File: config.mk
export PLATFORM = sky130hd
export DESIGN_NAME = bcie_exec
export DESIGN_NICKNAME = d
export VERILOG_FILES = /design/src/hdl/bcie_pkg.sv /design/src/hdl/bcie_exec.sv
export VERILOG_INCLUDE_DIRS = /design/src /design/src/hdl
export SDC_FILE = /design/constraint.sdc
export NUM_CORES = 1
export LEC_CHECK = 0
export BUFFER_PORTS_ARGS = -buffer_cell sky130_fd_sc_hd__buf_2
export CORE_MARGIN = 10
export CORE_UTILIZATION = 35
export DETAILED_ROUTE_END_ITERATION = 10
export GPL_ROUTABILITY_DRIVEN = 0
export PLACE_DENSITY = 0.78
export SKIP_CTS_REPAIR_TIMING = 1
export SLEW_MARGIN = 20
export SYNTH_ARGS = -nofsm -noshare
export SYNTH_HDL_FRONTEND = slang
export SYNTH_SLANG_ARGS = --single-unit
File: constraint.sdc
create_clock -name clk -period 1.1 [get_ports clk]
set_clock_uncertainty 0.2 [all_clocks]
set_input_delay 0 -clock clk [delete_from_list [all_inputs] [get_ports clk]]
set_output_delay 0 -clock clk [all_outputs]
set_load 0.05 [all_outputs]
File: src/hdl/bcie_defs.svh
// constants for the bit and carry instruction executor
// assumes a 10-bit instruction word from the fetch stage
`ifndef BCIE_DEFS_SVH
`define BCIE_DEFS_SVH
`define BCIE_OP_ROT_RIGHT 10'h01d
`define BCIE_OP_CARRY_CLR 10'h006
`define BCIE_OP_PORTC_CLR 10'h28c
`define BCIE_OP_BITCLR_BASE 10'h04c
`define BCIE_OP_BITCLR_MASK 10'h3fc
`define BCIE_NIBBLE_ZERO 4'h0
`define BCIE_CARRY_RESET 1'b0
`define BCIE_PORTC_RESET 1'b0
`define BCIE_PORTC_SET 1'b1
`endif

File: src/hdl/bcie_pkg.sv
// types for the bit and carry instruction executor
// assumes the defines header is included by users
package bcie_pkg;
	typedef struct packed {
		logic [3:0] acc;
		logic carry_flag;
	} bcie_acc_t;

	typedef struct packed {
		logic we;
		logic [3:0] data;
	} bcie_mem_wr_t;

	typedef enum logic [3:0] {
		BCIE_NONE = 4'h0,
		BCIE_ROT = 4'h1,
		BCIE_BCLR = 4'h2,
		BCIE_CCLR = 4'h4,
		BCIE_PCLR = 4'h8
	} bcie_op_t;
endpackage : bcie_pkg

File: src/hdl/bcie_exec.sv
// executes rotate-right, bit clear, carry clear and port c clear
// assumes memory read data for the nibble at the data pointer is valid in the cycle of the instruction
// assumes port_c_set comes from the port c set logic elsewhere in the core, one cycle per request
// Functional notes
// - rotate right: acc shifts toward bit 0, old carry to bit 3, carry gets bit 0.
// - bit clear writes zero to one memory bit, other bits kept.
// - cleared bit index comes from the two-bit immediate field, 0 to 3.
// - carry clear forces carry to zero in one single-cycle word, no skip.
`timescale 1ns/1ps
`include "bcie_defs.svh"
module bcie_exec (
	input wire logic clk, // core clock
	input wire logic rst, // sync reset, high
	input wire logic instr_valid, // instruction present this cycle
	input wire logic [9:0] instr, // instruction word
	input wire bcie_pkg::bcie_acc_t acc_in, // accumulator and carry from datapath
	input wire logic [3:0] mem_rdata, // nibble at data_pointer
	input wire logic port_c_set, // port c latch set from elsewhere in the core
	output bcie_pkg::bcie_acc_t acc_out, // registered accumulator and carry result
	output logic acc_we, // acc_out valid, one cycle
	output bcie_pkg::bcie_mem_wr_t mem_wr, // registered memory write
	output logic port_c_latch, // port c output latch
	output logic skip // skip request, never set here
);
	////////////////////////////////////////////////////////////////
	// one decode feeds the result muxes, the write strobes and the checks below
	function automatic bcie_pkg::bcie_op_t op_decode(input logic valid, input logic [9:0] word);
		bcie_pkg::bcie_op_t kind;
		kind = bcie_pkg::BCIE_NONE;
		if (!valid) begin
			kind = bcie_pkg::BCIE_NONE;
		end else if (word == `BCIE_OP_ROT_RIGHT) begin
			kind = bcie_pkg::BCIE_ROT;
		end else if (word == `BCIE_OP_CARRY_CLR) begin
			kind = bcie_pkg::BCIE_CCLR;
		end else if (word == `BCIE_OP_PORTC_CLR) begin
			kind = bcie_pkg::BCIE_PCLR;
		end else if ((word & `BCIE_OP_BITCLR_MASK) == `BCIE_OP_BITCLR_BASE) begin
			kind = bcie_pkg::BCIE_BCLR;
		end
		return kind;
	endfunction : op_decode

	// one-hot select of a nibble bit
	function automatic logic [3:0] bit_select(input logic [1:0] idx);
		logic [3:0] onehot;
		onehot = `BCIE_NIBBLE_ZERO;
		onehot[idx] = 1'b1;
		return onehot;
	endfunction : bit_select

	bcie_pkg::bcie_op_t op_kind;
	assign op_kind = op_decode(instr_valid, instr);
	// unknown words decode to none and leave acc_we, mem_wr and skip quiet; acc_out still loads acc_in
	wire rotate_acc_right_op = (op_kind == bcie_pkg::BCIE_ROT);
	wire carry_clear_op = (op_kind == bcie_pkg::BCIE_CCLR);
	wire port_c_clear_op = (op_kind == bcie_pkg::BCIE_PCLR);
	wire mem_bit_clear_op = (op_kind == bcie_pkg::BCIE_BCLR);
	wire [1:0] bit_idx = instr[1:0];
	wire [3:0] clr_mask = bit_select(bit_idx);

	// only the picked bit is forced low; the other three pass as read
	wire [3:0] mem_next;
	for (genvar b = 0; b < 4; b++) begin : g_nibble_bit
		assign mem_next[b] = mem_rdata[b] & ~clr_mask[b];
	end

	wire [3:0] rot_acc = {acc_in.carry_flag, acc_in.acc[3:1]};
	wire rot_carry = acc_in.acc[0];

	bcie_pkg::bcie_acc_t acc_next;
	always_comb begin
		acc_next = acc_in;
		case (op_kind)
			bcie_pkg::BCIE_ROT: begin
				acc_next.acc = rot_acc;
				acc_next.carry_flag = rot_carry;
			end
			bcie_pkg::BCIE_CCLR: begin
				acc_next.carry_flag = `BCIE_CARRY_RESET;
			end
			default: begin
				acc_next = acc_in;
			end
		endcase
	end

	////////////////////////////////////////////////////////////////
	// next values kept apart from the flops so each flop block stays a plain load
	wire acc_we_next = rotate_acc_right_op || carry_clear_op;
	bcie_pkg::bcie_mem_wr_t mem_wr_next;
	// data stays zero between writes so a stray strobe cannot carry old data
	assign mem_wr_next = {mem_bit_clear_op, mem_bit_clear_op ? mem_next : `BCIE_NIBBLE_ZERO};
	// set and clear come from different instruction words and should never meet;
	// if they do, the set wins and the clear is lost
	wire port_c_next = port_c_set ? `BCIE_PORTC_SET : (port_c_clear_op ? `BCIE_PORTC_RESET : port_c_latch);

	// accumulator and carry; the datapath takes them only while acc_we is high
	always_ff @(posedge clk) begin
		if (rst) begin
			acc_out <= '0;
		end else begin
			acc_out <= acc_next;
		end
	end

	// one-cycle strobe for the write-back
	always_ff @(posedge clk) begin
		if (rst) begin
			acc_we <= 1'b0;
		end else begin
			acc_we <= acc_we_next;
		end
	end

	// strobe and data in one flop block so they cannot skew
	always_ff @(posedge clk) begin
		if (rst) begin
			mem_wr <= '0;
		end else begin
			mem_wr <= mem_wr_next;
		end
	end

	always_ff @(posedge clk) begin
		if (rst) begin
			port_c_latch <= `BCIE_PORTC_RESET;
		end else begin
			port_c_latch <= port_c_next;
		end
	end

	// single-word ops never skip
	assign skip = 1'b0;

	////////////////////////////////////////////////////////////////
	// every check but a_mem_data_idle looks one edge after the instruction or reset, where the flops answer
	a_rot_result: assert property (@(posedge clk) disable iff (rst)
		rotate_acc_right_op |=> acc_we && acc_out.acc == {$past(acc_in.carry_flag), $past(acc_in.acc[3:1])}
			&& acc_out.carry_flag == $past(acc_in.acc[0]))
		else $error("rotate result wrong");

	a_acc_quiet: assert property (@(posedge clk) disable iff (rst)
		!(rotate_acc_right_op || carry_clear_op) |=> !acc_we)
		else $error("stray accumulator write");

	a_acc_ops_no_mem: assert property (@(posedge clk) disable iff (rst)
		rotate_acc_right_op || carry_clear_op |=> !mem_wr.we)
		else $error("accumulator op wrote memory");

	a_idle_quiet: assert property (@(posedge clk) disable iff (rst)
		!instr_valid && !port_c_set |=> !acc_we && !mem_wr.we && port_c_latch == $past(port_c_latch))
		else $error("idle cycle not quiet");

	// memory write strobe and data, then the carry clear result
	a_bit_clear: assert property (@(posedge clk) disable iff (rst)
		mem_bit_clear_op |=> mem_wr.we && mem_wr.data[$past(bit_idx)] == 1'b0)
		else $error("bit not cleared");

	a_bit_keep: assert property (@(posedge clk) disable iff (rst)
		mem_bit_clear_op |=> (mem_wr.data | (4'h1 << $past(bit_idx))) == ($past(mem_rdata) | (4'h1 << $past(bit_idx))))
		else $error("other bits changed");

	a_no_stray_write: assert property (@(posedge clk) disable iff (rst)
		!mem_bit_clear_op |=> !mem_wr.we)
		else $error("stray memory write");

	a_mem_data_idle: assert property (@(posedge clk) disable iff (rst)
		!mem_wr.we |-> mem_wr.data == `BCIE_NIBBLE_ZERO)
		else $error("memory data not idle");

	a_bitclr_no_acc: assert property (@(posedge clk) disable iff (rst)
		mem_bit_clear_op |=> !acc_we)
		else $error("bit clear wrote accumulator");

	a_carry_clear: assert property (@(posedge clk) disable iff (rst)
		carry_clear_op |=> acc_we && !acc_out.carry_flag && acc_out.acc == $past(acc_in.acc) && !skip)
		else $error("carry clear wrong");

	// port c latch: cleared by the instruction, set from outside
	a_portc_clear: assert property (@(posedge clk) disable iff (rst)
		port_c_clear_op && !port_c_set |=> !port_c_latch)
		else $error("port c not cleared");

	a_portc_set: assert property (@(posedge clk) disable iff (rst)
		port_c_set |=> port_c_latch)
		else $error("port c not set");

	a_portc_hold: assert property (@(posedge clk) disable iff (rst)
		!port_c_set && !port_c_clear_op |=> port_c_latch == $past(port_c_latch))
		else $error("port c changed");

	a_portc_no_acc: assert property (@(posedge clk) disable iff (rst)
		port_c_clear_op |=> !acc_we && !mem_wr.we)
		else $error("port c clear touched datapath");

	// no disable here: this one watches the reset itself
	a_reset_quiet: assert property (@(posedge clk)
		rst |=> !acc_we && !mem_wr.we && !port_c_latch && acc_out == '0)
		else $error("outputs not cleared by reset");

	////////////////////////////////////////////////////////////////
	// per-bit view of the bit clear: the picked bit reads zero, the rest follow memory
	for (genvar k = 0; k < 4; k++) begin : g_bit_check
		a_bit_picked: assert property (@(posedge clk) disable iff (rst)
			mem_bit_clear_op && bit_idx == 2'(k) |=> !mem_wr.data[k])
			else $error("picked bit not cleared");
		a_bit_other: assert property (@(posedge clk) disable iff (rst)
			mem_bit_clear_op && bit_idx != 2'(k) |=> mem_wr.data[k] == $past(mem_rdata[k]))
			else $error("unpicked bit changed");
	end

	////////////////////////////////////////////////////////////////
	c_rotate: cover property (@(posedge clk) rotate_acc_right_op && acc_in.carry_flag && !acc_in.acc[0]);
	c_bit3: cover property (@(posedge clk) mem_bit_clear_op && bit_idx == 2'h3);
	c_carry: cover property (@(posedge clk) carry_clear_op && acc_in.carry_flag);
	c_portc: cover property (@(posedge clk) port_c_clear_op && port_c_latch);
	c_set_then_clear: cover property (@(posedge clk) port_c_set ##2 port_c_clear_op);
endmodule : bcie_exec

# Word-level counts from Yosys, hierarchy flattened
# Cells that the tools add are included.
[totals]
latch_bits = 0
ram_bits = 0
mem_count = 0
mem_bits_ro = 0
output_inout_bits = 13
in_bits = 23
regBits = 12
[op_classes]
n_mux = 11
n_mul = 0
n_lt_le_gt_ge = 2
n_shift = 0
addsub = 0
eq_ne = 8
div_mod_pow = 0
reduce_logical = 4
bitwise_logic = 9
[ops]
columns = ["cell", "n"]
rows = [
  ["4-bit two-way mux", 5],
  ["10-bit == test (second input constant)", 1],
  ["10-bit by 3-bit == test with 1-bit output (second input constant)", 1],
  ["10-bit by 5-bit == test with 1-bit output (second input constant)", 1],
  ["8-bit by 5-bit == test with 1-bit output (second input constant)", 1],
  ["1-bit NOT", 5],
  ["1-bit bitwise AND", 4],
  ["4-bit by 1-bit == test with 1-bit output (second input constant)", 1],
  ["4-bit by 2-bit == test with 1-bit output (second input constant)", 1],
  ["4-bit by 3-bit == test with 1-bit output (second input constant)", 1],
  ["4-bit == test (second input constant)", 1],
  ["2-bit by 3-bit less-than comparator with 1-bit output (second input constant)", 1],
  ["1-bit two-way mux", 3],
  ["1-bit demux with 2-bit select", 1],
  ["2-bit by 1-bit greater-or-equal comparator with 1-bit output (second input constant)", 1],
  ["2-bit two-way mux", 1],
  ["1-bit one-hot mux with 2 select lines", 1],
  ["2-bit nonzero test", 1],
  ["2-bit OR reduction", 1],
  ["1-bit logical AND", 1],
  ["1-bit logical OR", 1],
]

# Longest topological paths before layout
[depth]
depth_word = 9
depth_mapped = 3
depth_no_buf = 3

# Least setup slack after synthesis
# Ideal clock, no wire load.
[synth_timing]
path_type = "input -> register"
start = "in instr[8]"
end = "reg acc_out[1] in the netlist's numbering"
slack_ns = -0.089
path_buffers = 0
required_time_ns = 0.781
path_stages = 3
arrival_time_ns = 0.869
setup_ns = 0.119
cell_sequence = "nand4bb_2 > or3_4 > mux2i_1"
[synth_between]
elab_chain_cells = 8
word_cells_on_any_way = 11
classes_between = "eq/ne (5); mux (6)"
[synth_lines]
columns = ["item", "line", "rtl"]
rows = [
  ["start, declared", "bcie_exec.sv:15", "input wire logic [9:0] instr,"],
  ["8-bit by 5-bit == test with 1-bit output (no line)", "n/a", ""],
  ["2-bit two-way mux", "bcie_exec.sv:38", "end else if ((word & `BCIE_OP_BITCLR_MASK) == `BCIE_OP_BITCLR_BASE) begin"],
  ["4-bit two-way mux", "bcie_exec.sv:36", "end else if (word == `BCIE_OP_PORTC_CLR) begin"],
  ["4-bit two-way mux", "bcie_exec.sv:34", "end else if (word == `BCIE_OP_CARRY_CLR) begin"],
  ["4-bit two-way mux (*)", "bcie_exec.sv:32", "end else if (word == `BCIE_OP_ROT_RIGHT) begin"],
  ["4-bit two-way mux (*)", "bcie_exec.sv:30", "if (!valid) begin"],
  ["4-bit by 1-bit == test with 1-bit output (*)", "bcie_exec.sv:74", "case (op_kind)"],
  ["4-bit two-way mux (*)", "bcie_exec.sv:74", ""],
  ["end signal, assigned", "bcie_exec.sv:103", "acc_out <= acc_next;"],
  ["end, declared", "bcie_exec.sv:19", "output bcie_pkg::bcie_acc_t acc_out,"],
]
# Every way passes the cells marked *; elsewhere a longest branch is shown, timed or not.
# A chain may end at the register's enable or synchronous reset.

# Worst setup path in the final report
[layout_timing]
start = "in instr[0]"
end = "reg mem_wr[0] in the netlist's numbering"
[layout_between]
elab_chain_cells = 8
word_cells_on_any_way = 17
classes_between = "order compare (2); eq/ne (4); mux (6); bitwise (3); reduce/logical (2)"
[layout_lines]
columns = ["item", "line", "rtl"]
rows = [
  ["10-bit == test (no line)", "n/a", ""],
  ["4-bit two-way mux", "bcie_exec.sv:36", ""],
  ["4-bit two-way mux", "bcie_exec.sv:34", ""],
  ["4-bit two-way mux", "bcie_exec.sv:32", ""],
  ["4-bit two-way mux", "bcie_exec.sv:30", ""],
  ["4-bit by 2-bit == test with 1-bit output", "bcie_exec.sv:58", "wire mem_bit_clear_op = (op_kind == bcie_pkg::BCIE_BCLR);"],
  ["1-bit NOT (no line)", "n/a", ""],
  ["2-bit OR reduction (no line)", "n/a", ""],
  ["end signal, assigned", "bcie_exec.sv:121", "mem_wr <= mem_wr_next;"],
  ["end, declared", "bcie_exec.sv:21", "output bcie_pkg::bcie_mem_wr_t mem_wr,"],
]
# Parallel ways exist; a longest one is shown, timed or not.

==> summary.md <==
| Metric | Value |
|---|---|
| Status | `finished, violations left` |
| Failing checks | `negative hold slack` |
| FF-to-FF setup slack | `0.31 ns` |
| DRT antenna net count | `0` |
| Placed Cells | `roughly 100` |
| Share of cells above drive strength 1 | `about half` |
| Core outline area | `around 0.0014 sq mm` |
| Global-route met3 utilization | `under 10%` |
| Placed Area | `roughly 800 sq um` |
| IO Count | `36` |
| PnR Total Power | `just over 900 uW` |
| Arrival time worst endpoint | `roughly 1.0 ns` |
| CP Class | `in -> reg` |
| Clk pin slew, worst setup/hold paths | `0.07 ns` |
| Final HPWL DP | `1300 um` |
| Final Non-Filler Cells | `about 120` |
| CTS buffer count | `3` |
| Fmax | `0.930 GHz` |
| Pre-CTS setup slack | `-0.220 ns` |
| Crit share post-route | `a little over nine tenths` |
| All-layer global routing usage | `under 10%` |
| Root Driver | `clkbuf_4` |
| Worst Hold Class | `in -> reg` |
| CP Capture Type | `flop` |
| Hold slack | `-0.138 ns` |
| Top Usage Layer GRT | `met2` |
| Global Route met2 Usage | `15.6%` |
| Synthesis warning total | `0` |
| Peak supply drop | `408 uV` |
| Final Hold Viols | `11` |
| Area grow syn2layout | `80.3%` |
| Mapped Avg Cell Area | `about 11 sq um` |
| DR iter-0 viols | `5` |
| CTS tree | `built` |
| Final WS setup | `~0.025 ns` |
| LEAKAGE | `~0.48 nW` |
| Critical path launch point type | `primary input` |
| Max-cap violation count | `0` |
| Library cells used by synthesis | `23` |
| Vias per inst | `4.79` |
| Initial antenna violation count | `0` |
| Clock Sinks | `12` |
| Htree depth | `1` |
| # DRC | `0` |
| Starting density of the core | `about two fifths` |
| Post-synthesis instance total | `46` |
| Sequential element share of the synthesized area | `roughly 46%` |
| Req. time, crit path | `approximately 1.1 ns` |
| Tmin final | `roughly 1.1 ns` |
| Synthesized net count | `69` |
| M1 GR Usage | `8.53%` |
| Endpoints failing setup | `0` |
| Routed WL | `between 1500 and 2000 um` |
| Synth Cell Area | `approximately 520 sq um` |
| Die Wd | `58.6 um` |
| Most frequent cells in the layout | `buf_2, dlygate4sd3_1, dfxtp_1` |
| Fin. max-slew vios | `0` |
| Core Rows | `13` |
| Final Cell Area | `941 sq um` |
| Largest net degree at the start of global routing | `8` |
| Via count | `570` |
| Final core utilization | `between 60% and 70%` |
| Inserted Diodes | `0` |
| Commonest non-fill, non-tap cell in the layout | `buf_2` |
| RSZ-0062 raised after global routing | `true` |
| Crit Path Max Fanout | `5` |
| Bufs on Longest Clock Path | `2` |
| DIE AREA | `0.00344 sq mm` |
| Port-buffer cells | `34` |
| Die Y | `between 50 and 60 um` |
| Fin Setup TNS | `0 ns` |
| Grt ovf | `0` |
| Vias in the first global route | `between 500 and 600` |
| Routed WL per cell | `~14 um` |
| Clock Latency Late Sink | `0.26 ns` |
| Register bit total from synthesis | `12` |
| Drt first pass iters | `4` |
| First-pass GRT wire length | `~2400 um` |
| Nets@finish | `between 100 and 150` |
| Power Density | `about 990 mW/mm^2` |
flip-flops by register name, indices dropped and copies added (netlist names):
register,cells
acc_out,5
port_c_latch,1
mem_wr,5
acc_we,1
cells in the mapped netlist:
library cell   n  area (sq um)
o211a_1        1          10.0
dfxtp_1       12           240
o22ai_1        1          6.26
a211oi_2       1          12.5
or2b_1         1          7.51
nor3_1         1          5.00
nor2b_1        1          6.26
or4b_1         1          10.0
a21oi_1        1          5.00
nand2b_1       7          43.8
mux2i_1        4          40.0
nand4bb_2      1          16.3
inv_1          1          3.75
nand4b_1       1          8.76
o41ai_1        1          8.76
conb_1         1          3.75
or4b_4         1          13.8
or3_4          2          22.5
nor3_4         1          16.3
nand2_1        1          3.75
buf_4          1          7.51
and3_1         3          18.8
nand4bb_1      1          11.3
where the power goes:
part,internal (mW),switching [mW],total (mW)
Clock,0.126,0.139,0.265
Combinational,0.105,0.111,0.216
Sequential,0.447,0.00329,0.450
final cells by class:
cell class	count	area [sq um]
inverter	1	3.75
timing repair buffer	56	368
clock buffer	3	22.5
fill	95	409
multi-input combinational	32	287
sequential	12	241
tap	15	18.8
final timing paths:
check                             startpoint           end  cells past startpoint
worst min register to register  port_c_latch  port_c_latch                      2
worst min-delay path                instr[6]  port_c_latch                      3
worst max-delay path                instr[0]     mem_wr[0]                      4
worst max register to register  port_c_latch  port_c_latch                      2
worst max-delay path, cell delays in order:
cell and delay, ns:
buf_2 0.12, buf_4 0.15, dlygate4sd3_1 0.56, o211a_1 0.20
kinds of logic (layout without fill, tap and decap cells):
logic type	after synthesis	after routing	synth area share, %
AO/OA/AOI/OAI	5	5	8.15
buffers and inverters	2	60	2.16
flip-flops	12	12	46.0
multiplexers	4	4	7.67
other	1	1	0.719
AND/OR/NAND/NOR	22	22	35.3
per-layer routing:
layer  part of all wire (%)  routed length (um)  vias to the layer above
li1                       -                   -                      284
met1                     39                 656                      253
met2                     47                 805                       31
met3                     13                 229                        2
met4                   0.41                   7                        0
met5                      0                   0                        -
(Power assumes the default switching activity.)
